--- src/skip_logic_params.svh ---
// Constants for the increment and bit-test skip logic
`ifndef SKIP_LOGIC_PARAMS_SVH
`define SKIP_LOGIC_PARAMS_SVH
`define DATA_W 8
`define ADDR_W 8
`define MEM_DEPTH 256
`define BITIDX_W 3
`define INC_ONE 8'h01
`define ZERO_BYTE 8'h00
`define ACC_RESET 8'h00
`define FLAGS_RESET 6'h00
`define SKIP_CYCLES 2
`define FLAG_TIMEOUT 5
`define FLAG_POWERDOWN 4
`define FLAG_OVERFLOW 3
`define FLAG_ZERO 2
`define FLAG_AUX_CARRY 1
`define FLAG_CARRY 0
`endif

--- src/skip_logic_pkg.sv ---
// Types shared by the skip logic
package skip_logic_pkg;
    typedef enum logic [3:0] {
        OP_NONE = 4'b0001,
        OP_INC_MEM = 4'b0010,
        OP_INC_ACC = 4'b0100,
        OP_BIT_SET = 4'b1000
    } op_type;
    typedef struct packed {
        op_type op;
        logic [7:0] addr;
        logic [2:0] bit_idx;
    } instr_type;
    typedef enum logic [1:0] {
        ST_EXEC = 2'b01,
        ST_DUMMY = 2'b10
    } state_type;
endpackage

--- src/data_mem.sv ---
// Small data memory with registered read data
`timescale 1ns/1ps
`include "skip_logic_params.svh"
module data_mem (
    input wire logic i_clk,
    input wire logic [`ADDR_W-1:0] i_raddr,
    output logic [`DATA_W-1:0] o_rdata,
    input wire logic i_we,
    input wire logic [`ADDR_W-1:0] i_waddr,
    input wire logic [`DATA_W-1:0] i_wdata
);
    logic [`DATA_W-1:0] mem_r [0:`MEM_DEPTH-1];
    always_ff @(posedge i_clk) begin
        if (i_we) begin
            mem_r[i_waddr] <= i_wdata;
        end
        o_rdata <= mem_r[i_raddr];
    end
endmodule

--- src/increment_bit_test_skip_logic.sv ---
// Execution and skip control for increment-skip and bit-test-skip instructions
`timescale 1ns/1ps
`include "skip_logic_params.svh"
module increment_bit_test_skip_logic (
    input wire logic i_ref_clk,
    input wire logic i_resetn,
    input wire logic i_valid,
    input wire skip_logic_pkg::instr_type i_instr,
    input wire logic [5:0] i_flags,
    input wire logic i_mem_we,
    input wire logic [`ADDR_W-1:0] i_mem_waddr,
    input wire logic [`DATA_W-1:0] i_mem_wdata,
    output logic o_ready,
    output logic o_done,
    output logic o_skip,
    output logic o_discard,
    output logic [`DATA_W-1:0] o_acc,
    output logic [5:0] o_flags,
    output logic [`DATA_W-1:0] o_mem_byte
);
    // ------------------------------------------------------------
    // Reset release
    // ------------------------------------------------------------
    logic rst_meta_r;
    logic rst_sync_r;
    always_ff @(posedge i_ref_clk or negedge i_resetn) begin
        if (!i_resetn) begin
            rst_meta_r <= 1'b0;
            rst_sync_r <= 1'b0;
        end else begin
            rst_meta_r <= 1'b1;
            rst_sync_r <= rst_meta_r;
        end
    end
    wire rst_n = rst_sync_r;

    // ------------------------------------------------------------
    // Decode
    // ------------------------------------------------------------
    function automatic logic is_op(input skip_logic_pkg::op_type a,
                                   input skip_logic_pkg::op_type b);
        is_op = (a == b);
    endfunction

    skip_logic_pkg::state_type state_r;
    skip_logic_pkg::state_type state_nxt;
    skip_logic_pkg::instr_type instr_r;
    logic fetch_r;
    logic [`DATA_W-1:0] rdata;
    skip_logic_pkg::instr_type instr_nxt;
    logic [`DATA_W-1:0] acc_nxt;
    logic [`DATA_W-1:0] mem_byte_nxt;

    // Memory read takes a cycle, so each op spends one fetch cycle before execute
    wire accept = i_valid && o_ready;
    wire exec = fetch_r;
    wire op_inc_mem = is_op(instr_r.op, skip_logic_pkg::OP_INC_MEM);
    wire op_inc_acc = is_op(instr_r.op, skip_logic_pkg::OP_INC_ACC);
    wire op_bit_set = is_op(instr_r.op, skip_logic_pkg::OP_BIT_SET);
    wire [`DATA_W-1:0] inc_val = rdata + `INC_ONE;
    wire inc_zero = (inc_val == `ZERO_BYTE);
    wire bit_val = rdata[instr_r.bit_idx];
    wire skip_now = exec && (((op_inc_mem || op_inc_acc) && inc_zero)
                             || (op_bit_set && bit_val));
    // Only the memory increment writes back; the other two leave memory alone
    wire wb_en = exec && op_inc_mem;
    wire mem_we = wb_en || (i_mem_we && !wb_en);
    wire [`ADDR_W-1:0] mem_waddr = wb_en ? instr_r.addr : i_mem_waddr;
    wire [`DATA_W-1:0] mem_wdata = wb_en ? inc_val : i_mem_wdata;
    wire [`ADDR_W-1:0] mem_raddr = accept ? i_instr.addr : instr_r.addr;

    // Hold-or-load selects keep every register clocked on every edge
    assign instr_nxt = accept ? i_instr : instr_r;
    assign acc_nxt = (exec && op_inc_acc) ? inc_val : o_acc;
    assign mem_byte_nxt = exec ? (wb_en ? inc_val : rdata) : o_mem_byte;

    data_mem u_mem (
        .i_clk(i_ref_clk),
        .i_raddr(mem_raddr),
        .o_rdata(rdata),
        .i_we(mem_we),
        .i_waddr(mem_waddr),
        .i_wdata(mem_wdata)
    );

    // ------------------------------------------------------------
    // Sequencer
    // ------------------------------------------------------------
    always_comb begin
        case (state_r)
            skip_logic_pkg::ST_EXEC: state_nxt = skip_now ? skip_logic_pkg::ST_DUMMY
                                                          : skip_logic_pkg::ST_EXEC;
            skip_logic_pkg::ST_DUMMY: state_nxt = skip_logic_pkg::ST_EXEC;
            default: state_nxt = skip_logic_pkg::ST_EXEC;
        endcase
    end

    // Ready stays low through the dummy cycle so the discarded slot takes nothing
    wire ready_nxt = !accept && !skip_now && (state_nxt == skip_logic_pkg::ST_EXEC);

    always_ff @(posedge i_ref_clk or negedge rst_n) begin
        if (!rst_n) begin
            state_r <= skip_logic_pkg::ST_EXEC;
            fetch_r <= 1'b0;
            instr_r <= '{op: skip_logic_pkg::OP_NONE, addr: 8'h00, bit_idx: 3'h0};
        end else begin
            state_r <= state_nxt;
            fetch_r <= accept;
            instr_r <= instr_nxt;
        end
    end

    // ------------------------------------------------------------
    // Outputs
    // ------------------------------------------------------------
    always_ff @(posedge i_ref_clk or negedge rst_n) begin
        if (!rst_n) begin
            o_ready <= 1'b0;
            o_done <= 1'b0;
            o_skip <= 1'b0;
            o_discard <= 1'b0;
            o_acc <= `ACC_RESET;
            o_flags <= `FLAGS_RESET;
            o_mem_byte <= `ZERO_BYTE;
        end else begin
            o_ready <= ready_nxt;
            o_done <= exec;
            o_skip <= skip_now;
            o_discard <= skip_now;
            o_flags <= i_flags;
            o_acc <= acc_nxt;
            o_mem_byte <= mem_byte_nxt;
        end
    end
endmodule

--- config.mk ---
export PLATFORM = sky130hd
export DESIGN_NAME = increment_bit_test_skip_logic
export DESIGN_NICKNAME = d
export VERILOG_FILES = /design/src/skip_logic_pkg.sv /design/src/data_mem.sv /design/src/increment_bit_test_skip_logic.sv
export VERILOG_INCLUDE_DIRS = /design/src /design/src/src
export SDC_FILE = /design/constraint.sdc
export NUM_CORES = 2
export LEC_CHECK = 0
export BUFFER_PORTS_ARGS = -buffer_cell sky130_fd_sc_hd__buf_2
export CAP_MARGIN = 20
export CORE_UTILIZATION = 49
export CTS_CLUSTER_DIAMETER = 60
export CTS_CLUSTER_SIZE = 16
export DETAILED_ROUTE_END_ITERATION = 10
export PLACE_DENSITY = 0.66
export SLEW_MARGIN = 20
export SYNTH_ARGS = -nofsm -noshare
export SYNTH_HDL_FRONTEND = slang
export SYNTH_SLANG_ARGS = --single-unit
--- constraint.sdc ---
create_clock -name i_ref_clk -period 1.2 [get_ports i_ref_clk]
set_input_delay 0.12 -clock i_ref_clk [delete_from_list [all_inputs] [get_ports i_ref_clk]]
set_output_delay 0.12 -clock i_ref_clk [all_outputs]
set_load 0.05 [all_outputs]
== After elaboration in Yosys (flattened, before gate mapping) ==
Memories as Yosys holds them, arrays and structs flattened. A register that Yosys moved wholly into a read port is not among the register bits.
Index checks and enable logic that the tools add are counted.
Storage, ports and cells
  register bits after elaboration: 45
  RAM bits: 2048
  input port bits: 41
  output and inout port bits: 26
  logic and storage cells: 47
  memories kept: 1
Memories
  u_mem.mem_r: depth 256, bits a word 8, read ports 1, clocked after memory_dff 1, wr ports 1, RTL line data_mem.sv:12  | logic [`DATA_W-1:0] mem_r [0:`MEM_DEPTH-1];
Operators by class
  add/sub/neg operators: 1
  magnitude comparators: 1
  equal/unequal tests: 5
  mux-type cells: 10
  reductions and logical operators: 16
Operator list (count)
  $mux W8: 4
  $logic_and A1 B1 Y1: 9
  $add A8 B1 Y8 const B: 1
  $logic_not A8 Y1: 1
  $eq A2 B1 Y1 const B: 2
  $eq A4 B2 Y1 const B: 1
  $eq A4 B3 Y1 const B: 1
  $eq A4 B4 Y1 const B: 1
  $lt A3 B4 Y1 const B: 1
  $mux W2: 2
  $bmux W1 S3: 1
  $logic_not A1 Y1: 3
  $logic_or A1 B1 Y1: 3
  $mux W1: 3

== Logic depth before layout (Yosys ltp) ==
  depth after elaboration: 9
  gate-level depth with buffers: 15
  mapped depth without buffers: 9

== By module ==
From an unflattened synthesis, not the netlist that was laid out.
Second synthesis, totals
  cell total of the unflattened synthesis: 3922
  area, all modules: 81635.8 sq um
Modules (own cells, without submodules)
  data_mem: times used 1, cells each 3733, area each 79556.3 sq um, seq. area each 61659.1 sq um
  increment_bit_test_skip_logic: times used 1, cells each 189, area each 2079.5 sq um, seq. area each 1077.3 sq um

== Worst setup path after synthesis ==
No wires, ideal clock.
  path type: reg2reg
  start: reg fetch_r, in the netlist exec
  end: mem u_mem.mem_r[0][0] (netlist name), data pin
  setup time: 2.188 ns
  arrival time: 11.315 ns
  data required time: -0.988 ns
  path slack: -12.303 ns
  cell stages (with the launch flop): 7
  buffers on the path: 4
  period minus slack after synthesis: 13.503 ns
  cells stage by stage: dfrtp_1 > clkbuf_1 > nand3_1 > clkbuf_1 > clkbuf_1 > clkbuf_1 > o21ai_0
Between the ends
  cells in the longest elaborated chain, start to end: 2
RTL lines
  from (decl): RTL line increment_bit_test_skip_logic.sv:48  | logic fetch_r;
  from (signal assigned): RTL line increment_bit_test_skip_logic.sv:108  | fetch_r <= accept;
  $logic_and A1 B1 Y1: RTL line increment_bit_test_skip_logic.sv:66  | wire wb_en = exec && op_inc_mem;
  $mux W8: RTL line increment_bit_test_skip_logic.sv:69  | wire [`DATA_W-1:0] mem_wdata = wb_en ? inc_val : i_mem_wdata;
  via mem_wdata[0]: RTL line increment_bit_test_skip_logic.sv:69
  to (decl): RTL line data_mem.sv:12
The timed path passes the listed nets, and every way through them passes these cells.

== Worst setup path after layout ==
  start: reg o_ready
  end: reg u_mem.o_rdata[5], read port of u_mem.mem_r
Between the ends
  cells in the longest elaborated chain, start to end: 2
RTL lines
  from (decl): RTL line increment_bit_test_skip_logic.sv:13  | output logic o_ready,
  from (signal assigned): RTL line increment_bit_test_skip_logic.sv:126  | o_ready <= ready_nxt;
  $logic_and A1 B1 Y1: RTL line increment_bit_test_skip_logic.sv:55  | wire accept = i_valid && o_ready;
  $mux W8: RTL line increment_bit_test_skip_logic.sv:70  | wire [`ADDR_W-1:0] mem_raddr = accept ? i_instr.addr : instr_r.addr;
  to (decl): RTL line data_mem.sv:7  | output logic [`DATA_W-1:0] o_rdata,
No other way between the ends.
A chain may end at the register's enable or synchronous reset.

==> qor_table.md <==
| Parameter | Value |
|:---|:---|
| Result of the run | finished, violations left |
| Violated checks | negative hold slack, negative setup slack |
| Library cell occupying the most area in the post-synthesis netlist | edfxtp_1 |
| Gate count of the mapped netlist | 5367 |
| Reg2Reg Setup Slack | -1.93 ns |
| Int Pwr | 121 mW |
| Final slew viol count | 0 |
| Worst Setup Slack, final | -1.93 ns |
| Cells taking the most area after synthesis | edfxtp_1 (74%), nand2_1 (4.5%), mux2i_1 (4.1%), mux4_2 (2.8%), nand3_1 (2.1%) |
| Max Fclk | 320 MHz |
| Final estimated routing congestion in global placement | 0.949 |
| Final worst clock skew | 0.0422 ns |
| Classification of the worst-slack hold path | primary input to register |
| Post-detailed-route DRC marker count | 0 |
| Core Util, Final | 60.9% |
| Detail-routed net length per standard cell | 27.5 um |
| Post-detailed-routing wire length | 240 mm |
| Area growth from synthesis to layout | 23.0% |
| CTS Buf Count | 159 |
| Combinational Power Share | 19.7% |
| Setup repair after global routing missed its margin | true |
| Number of synthesized flops with an enable pin | 2048 |
| Post-route fraction of the period consumed by the critical path | 261% |
| Power per standard cell area | 1640 nW/um^2 |
| Clock latency on the worst-skew pair | 0.82 ns |
| Die area | 171000 sq um |
| Leakage component of the power | 35.9 nW |
| Start-to-end type of the worst setup path | register to register |
| Clock-pin slew on the worst setup and hold paths | 0.07 ns |
| Crit path buffers/inverters | 5 |
| Met1 track demand over resource | 39.2% |
| Largest fanout of any net on the critical path | 17 |
| GRT Util Overall | 27.7% |
| Critical path arrival | 3.83 ns |
| Clk Tree Root Cell | clkbuf_16 |
| Ys Warns | 0 |
| Highest-count cells in the layout ignoring fill and taps | edfxtp_1 (2048), nand2_1 (987), buf_4 (827) |
| Combined area of all synthesized cells | 82800 sq um |
| Series of cell instances along the critical path | buf_6, nand2_2, buf_6, nand3b_1, o21ai_4, buf_12, buf_12, buf_4, nand3_1, and3_1, a31oi_4, nand4_1, and4_1 |
| Part of the power in the clock network | 30.6% |
| Number of placement rows | 150 |
| First-pass iteration count of the detailed router | 6 |
| Overflow left after global routing | 0 |
| Initial antenna violation count | 9 |
| Synthesized area divided by synthesized cell count | 15.4 sq um |
| Number of buffers on the longest clock path | 3 |
| Total nets after synthesis | 5410 |
| Clock sink total | 2099 |
| Via density per instance | 6.02 |
| Reported max-cap violation count | 0 |
| Port Buffers | 66 |
| Die height | 413 um |
| Total design power | 167 mW |
| Width of the die | 413 um |
| Placement Setup Slack | -2.36 ns |
| Total via count after detailed routing | 52500 |
| Largest net degree at the start of global routing | 73 |
| Ports | 67 |
| Largest stage delay, worst path | 0.41 ns |
| Transition time at the pin with the least slew margin | 0.814 ns |
| Endpoint of the worst hold-timing path | instr_r[5] |
| Crit path launch type | register |
| Initial Utilization | 49.5% |
| Dpl hpwl | 161 mm |
| HP Start | i_instr[5] |
| Met2 Use GR | 43.0% |
| Final antenna-violating net count | 0 |
| Critical Path End Type | register |
| Required time worst endpoint | 1.90 ns |
| Vias in the first global route | 50300 |
| Period minus WS final | 3.13 ns |
| Area share of the largest cell type after synthesis | 74.3% |
| Instance count along the most critical hold path | 4 |
| Final net count | 6488 |
| Global-route wire length before repair | 342 mm |
| Worst slew margin | 45.5% |
| R2r worst-path depth | 13 |
| Start of the worst register-to-register path | o_ready |
| Layout cell share with drive strength beyond 1 | 26.8% |
| Register area share after synthesis | 75.8% |
| CTS tree | done |
| Number of placed cells counting well taps | 8361 |
| Number of non-filler instances in the completed layout | 8726 |
| Hold Slack | -0.0870 ns |
| Unique masters post-synth | 76 |
| Capture point of the worst reg-to-reg path | u_mem.o_rdata[5] |
| FFs w/ async S/R, synth | 2.05% |
| Seq pwr share | 49.6% |
| Most Crowded Layer GR | met2 |
| Met3 track utilization from global routing | 5.79% |
| Number of endpoints failing setup at the final stage | 4162 |
| Worst-case vdd ir drop | 1.62 mV |
| Max stage delay cell, worst path | dfrtp_1 |
| Most frequent standard cell in the layout excluding fill and tap cells | edfxtp_1 |
| Final number of hold-violating endpoints | 1 |
| Switching part of the total | 27.2% |
| FF+latch count, synth | 2099 |
| Dominant delay contributor by cell family on the critical path | simple AND/OR/NAND/NOR gates |
| Most frequently used flop master after synthesis | edfxtp_1 |
| Max H-tree Level | 4 |
| Starting DRC count in detailed routing | 6773 |
| Area of the core | 167000 sq um |
| Total net switching power | 45.3 mW |
| Hold-fix buffers at CTS | 34 |
cell usage after synthesis, types with 5 or more instances:
library cell,count
edfxtp_1,2048
nand2_1,1000
nand3_1,352
mux2i_1,340
nor2_1,308
a31oi_1,137
nand4_1,134
o22ai_1,131
clkbuf_1,118
mux4_2,103
o21ai_0,86
buf_2,73
a21oi_1,54
buf_4,44
dfrtp_1,42
buf_6,40
buf_1,34
a32oi_1,31
nand2b_1,30
a22oi_1,26
a211oi_1,22
or2_2,15
inv_1,10
nor3_1,10
o221ai_1,10
buf_12,9
o21a_1,9
a222oi_1,8
buf_8,8
dfxtp_1,8
mux4_1,8
nand4b_1,8
xor2_1,8
a221o_1,7
nor4_1,6
o21ai_1,6
xnor2_1,6
a22o_1,5
and4_1,5
nand3b_1,5
nor4_2,5
routing by layer:
| layer | wire length, um | share of wire, % |
|---|---|---|
| met5 | 14 | 0.0058 |
| met4 | 7760 | 3.2 |
| met3 | 26300 | 11 |
| met2 | 111000 | 46 |
| met1 | 94900 | 40 |
power by group through the flow:
| stage | Sequential, mW | Clock [mW] | Combinational (mW) |
|---|---|---|---|
| 2_1_floorplan | 85.4 | 0 | 14.4 |
| 3_3_place_gp | 84.3 | 0 | 29.3 |
| 3_5_place_dp | 84.3 | 0 | 29.7 |
| 4_1_cts | 82.7 | 51.5 | 31.6 |
| 5_1_grt | 82.7 | 53.9 | 34.3 |
| 6_report | 82.7 | 51.0 | 32.9 |
tightest hold or removal path, stage by stage:
cell,delay [ns]
buf_2,0.22
mux2i_1,0.17
inv_1,0.09
buf_4,0.10
how the worst max path moves through the flow:
stage / startpoint / endpoint / cells after the start / slack [ns]
5_1_grt: o_ready / u_mem.o_rdata[1] / 14 / -1.93
3_3_place_gp: o_ready / u_mem.o_rdata[3] / 13 / -2.38
6_report: o_ready / u_mem.o_rdata[5] / 13 / -1.93
3_5_place_dp: o_ready / u_mem.o_rdata[3] / 13 / -2.36
4_1_cts: o_ready / u_mem.o_rdata[5] / 13 / -1.83
2_1_floorplan: instr_r[13] / u_mem.mem_r[0][7] / 6 / -2.96
cells by family (layout without fill, tap and decap cells):
kind of cell / count (synthesis) / in the layout / share of synthesized area (%)
flip-flops: 2099 / 2099 / 75.8
AO/OA/AOI/OAI: 558 / 558 / 4.38
other: 1 / 4 / 0.00453
XOR/XNOR: 14 / 14 / 0.148
multiplexers: 454 / 454 / 7.21
AND/OR/NAND/NOR: 1898 / 1899 / 9.96
adder cells (fa/ha/maj): 2 / 2 / 0.0302
buffers and inverters: 341 / 1492 / 2.51
state kept, by name, summed over array words and instances, names as in the netlist:
signal	flops
o_skip	1
u_mem.mem_r	2048
o_done	1
o_ready	1
instr_r	15
o_flags	6
exec	1
rst_n	1
o_mem_byte	8
u_mem.o_rdata	8
o_acc	8
rst_meta_r	1
timing repair:
item / CTS / global route
gates cloned: 10 / 4
buffers inserted: 45 / 37
endpoints found under the setup margin: 4162 / 4162
hold endpoints to repair: 121 / 1
resized for setup: 199 / 277
pin swaps: 44 / 61
through the flow:
| step | cell area (sq um) | setup TNS, ns |
|---|---|---|
| final | 102000 | -5175.34 |
| after global routing | 102000 | -5391.86 |
| after CTS | 100000 | -4834.25 |
| after detailed placement | 93900 | -4945.23 |
| after global placement | 93900 | -4835.17 |
| after floorplan | 82900 | -8743.54 |
cell type report:
type / instances / area (sq um)
Sequential cell: 2099 / 62700
Clock inverter: 45 / 505
Timing Repair inverter: 2 / 17.5
Inverter: 14 / 81.3
Multi-Input combinational cell: 2928 / 19300
Antenna cell: 3 / 7.51
Clock buffer: 190 / 4200
Tap cell: 2204 / 2760
Timing Repair Buffer: 1241 / 12200
Fill cell: 12100 / 65500
No activity file was read; power rests on OpenSTA's default activity.
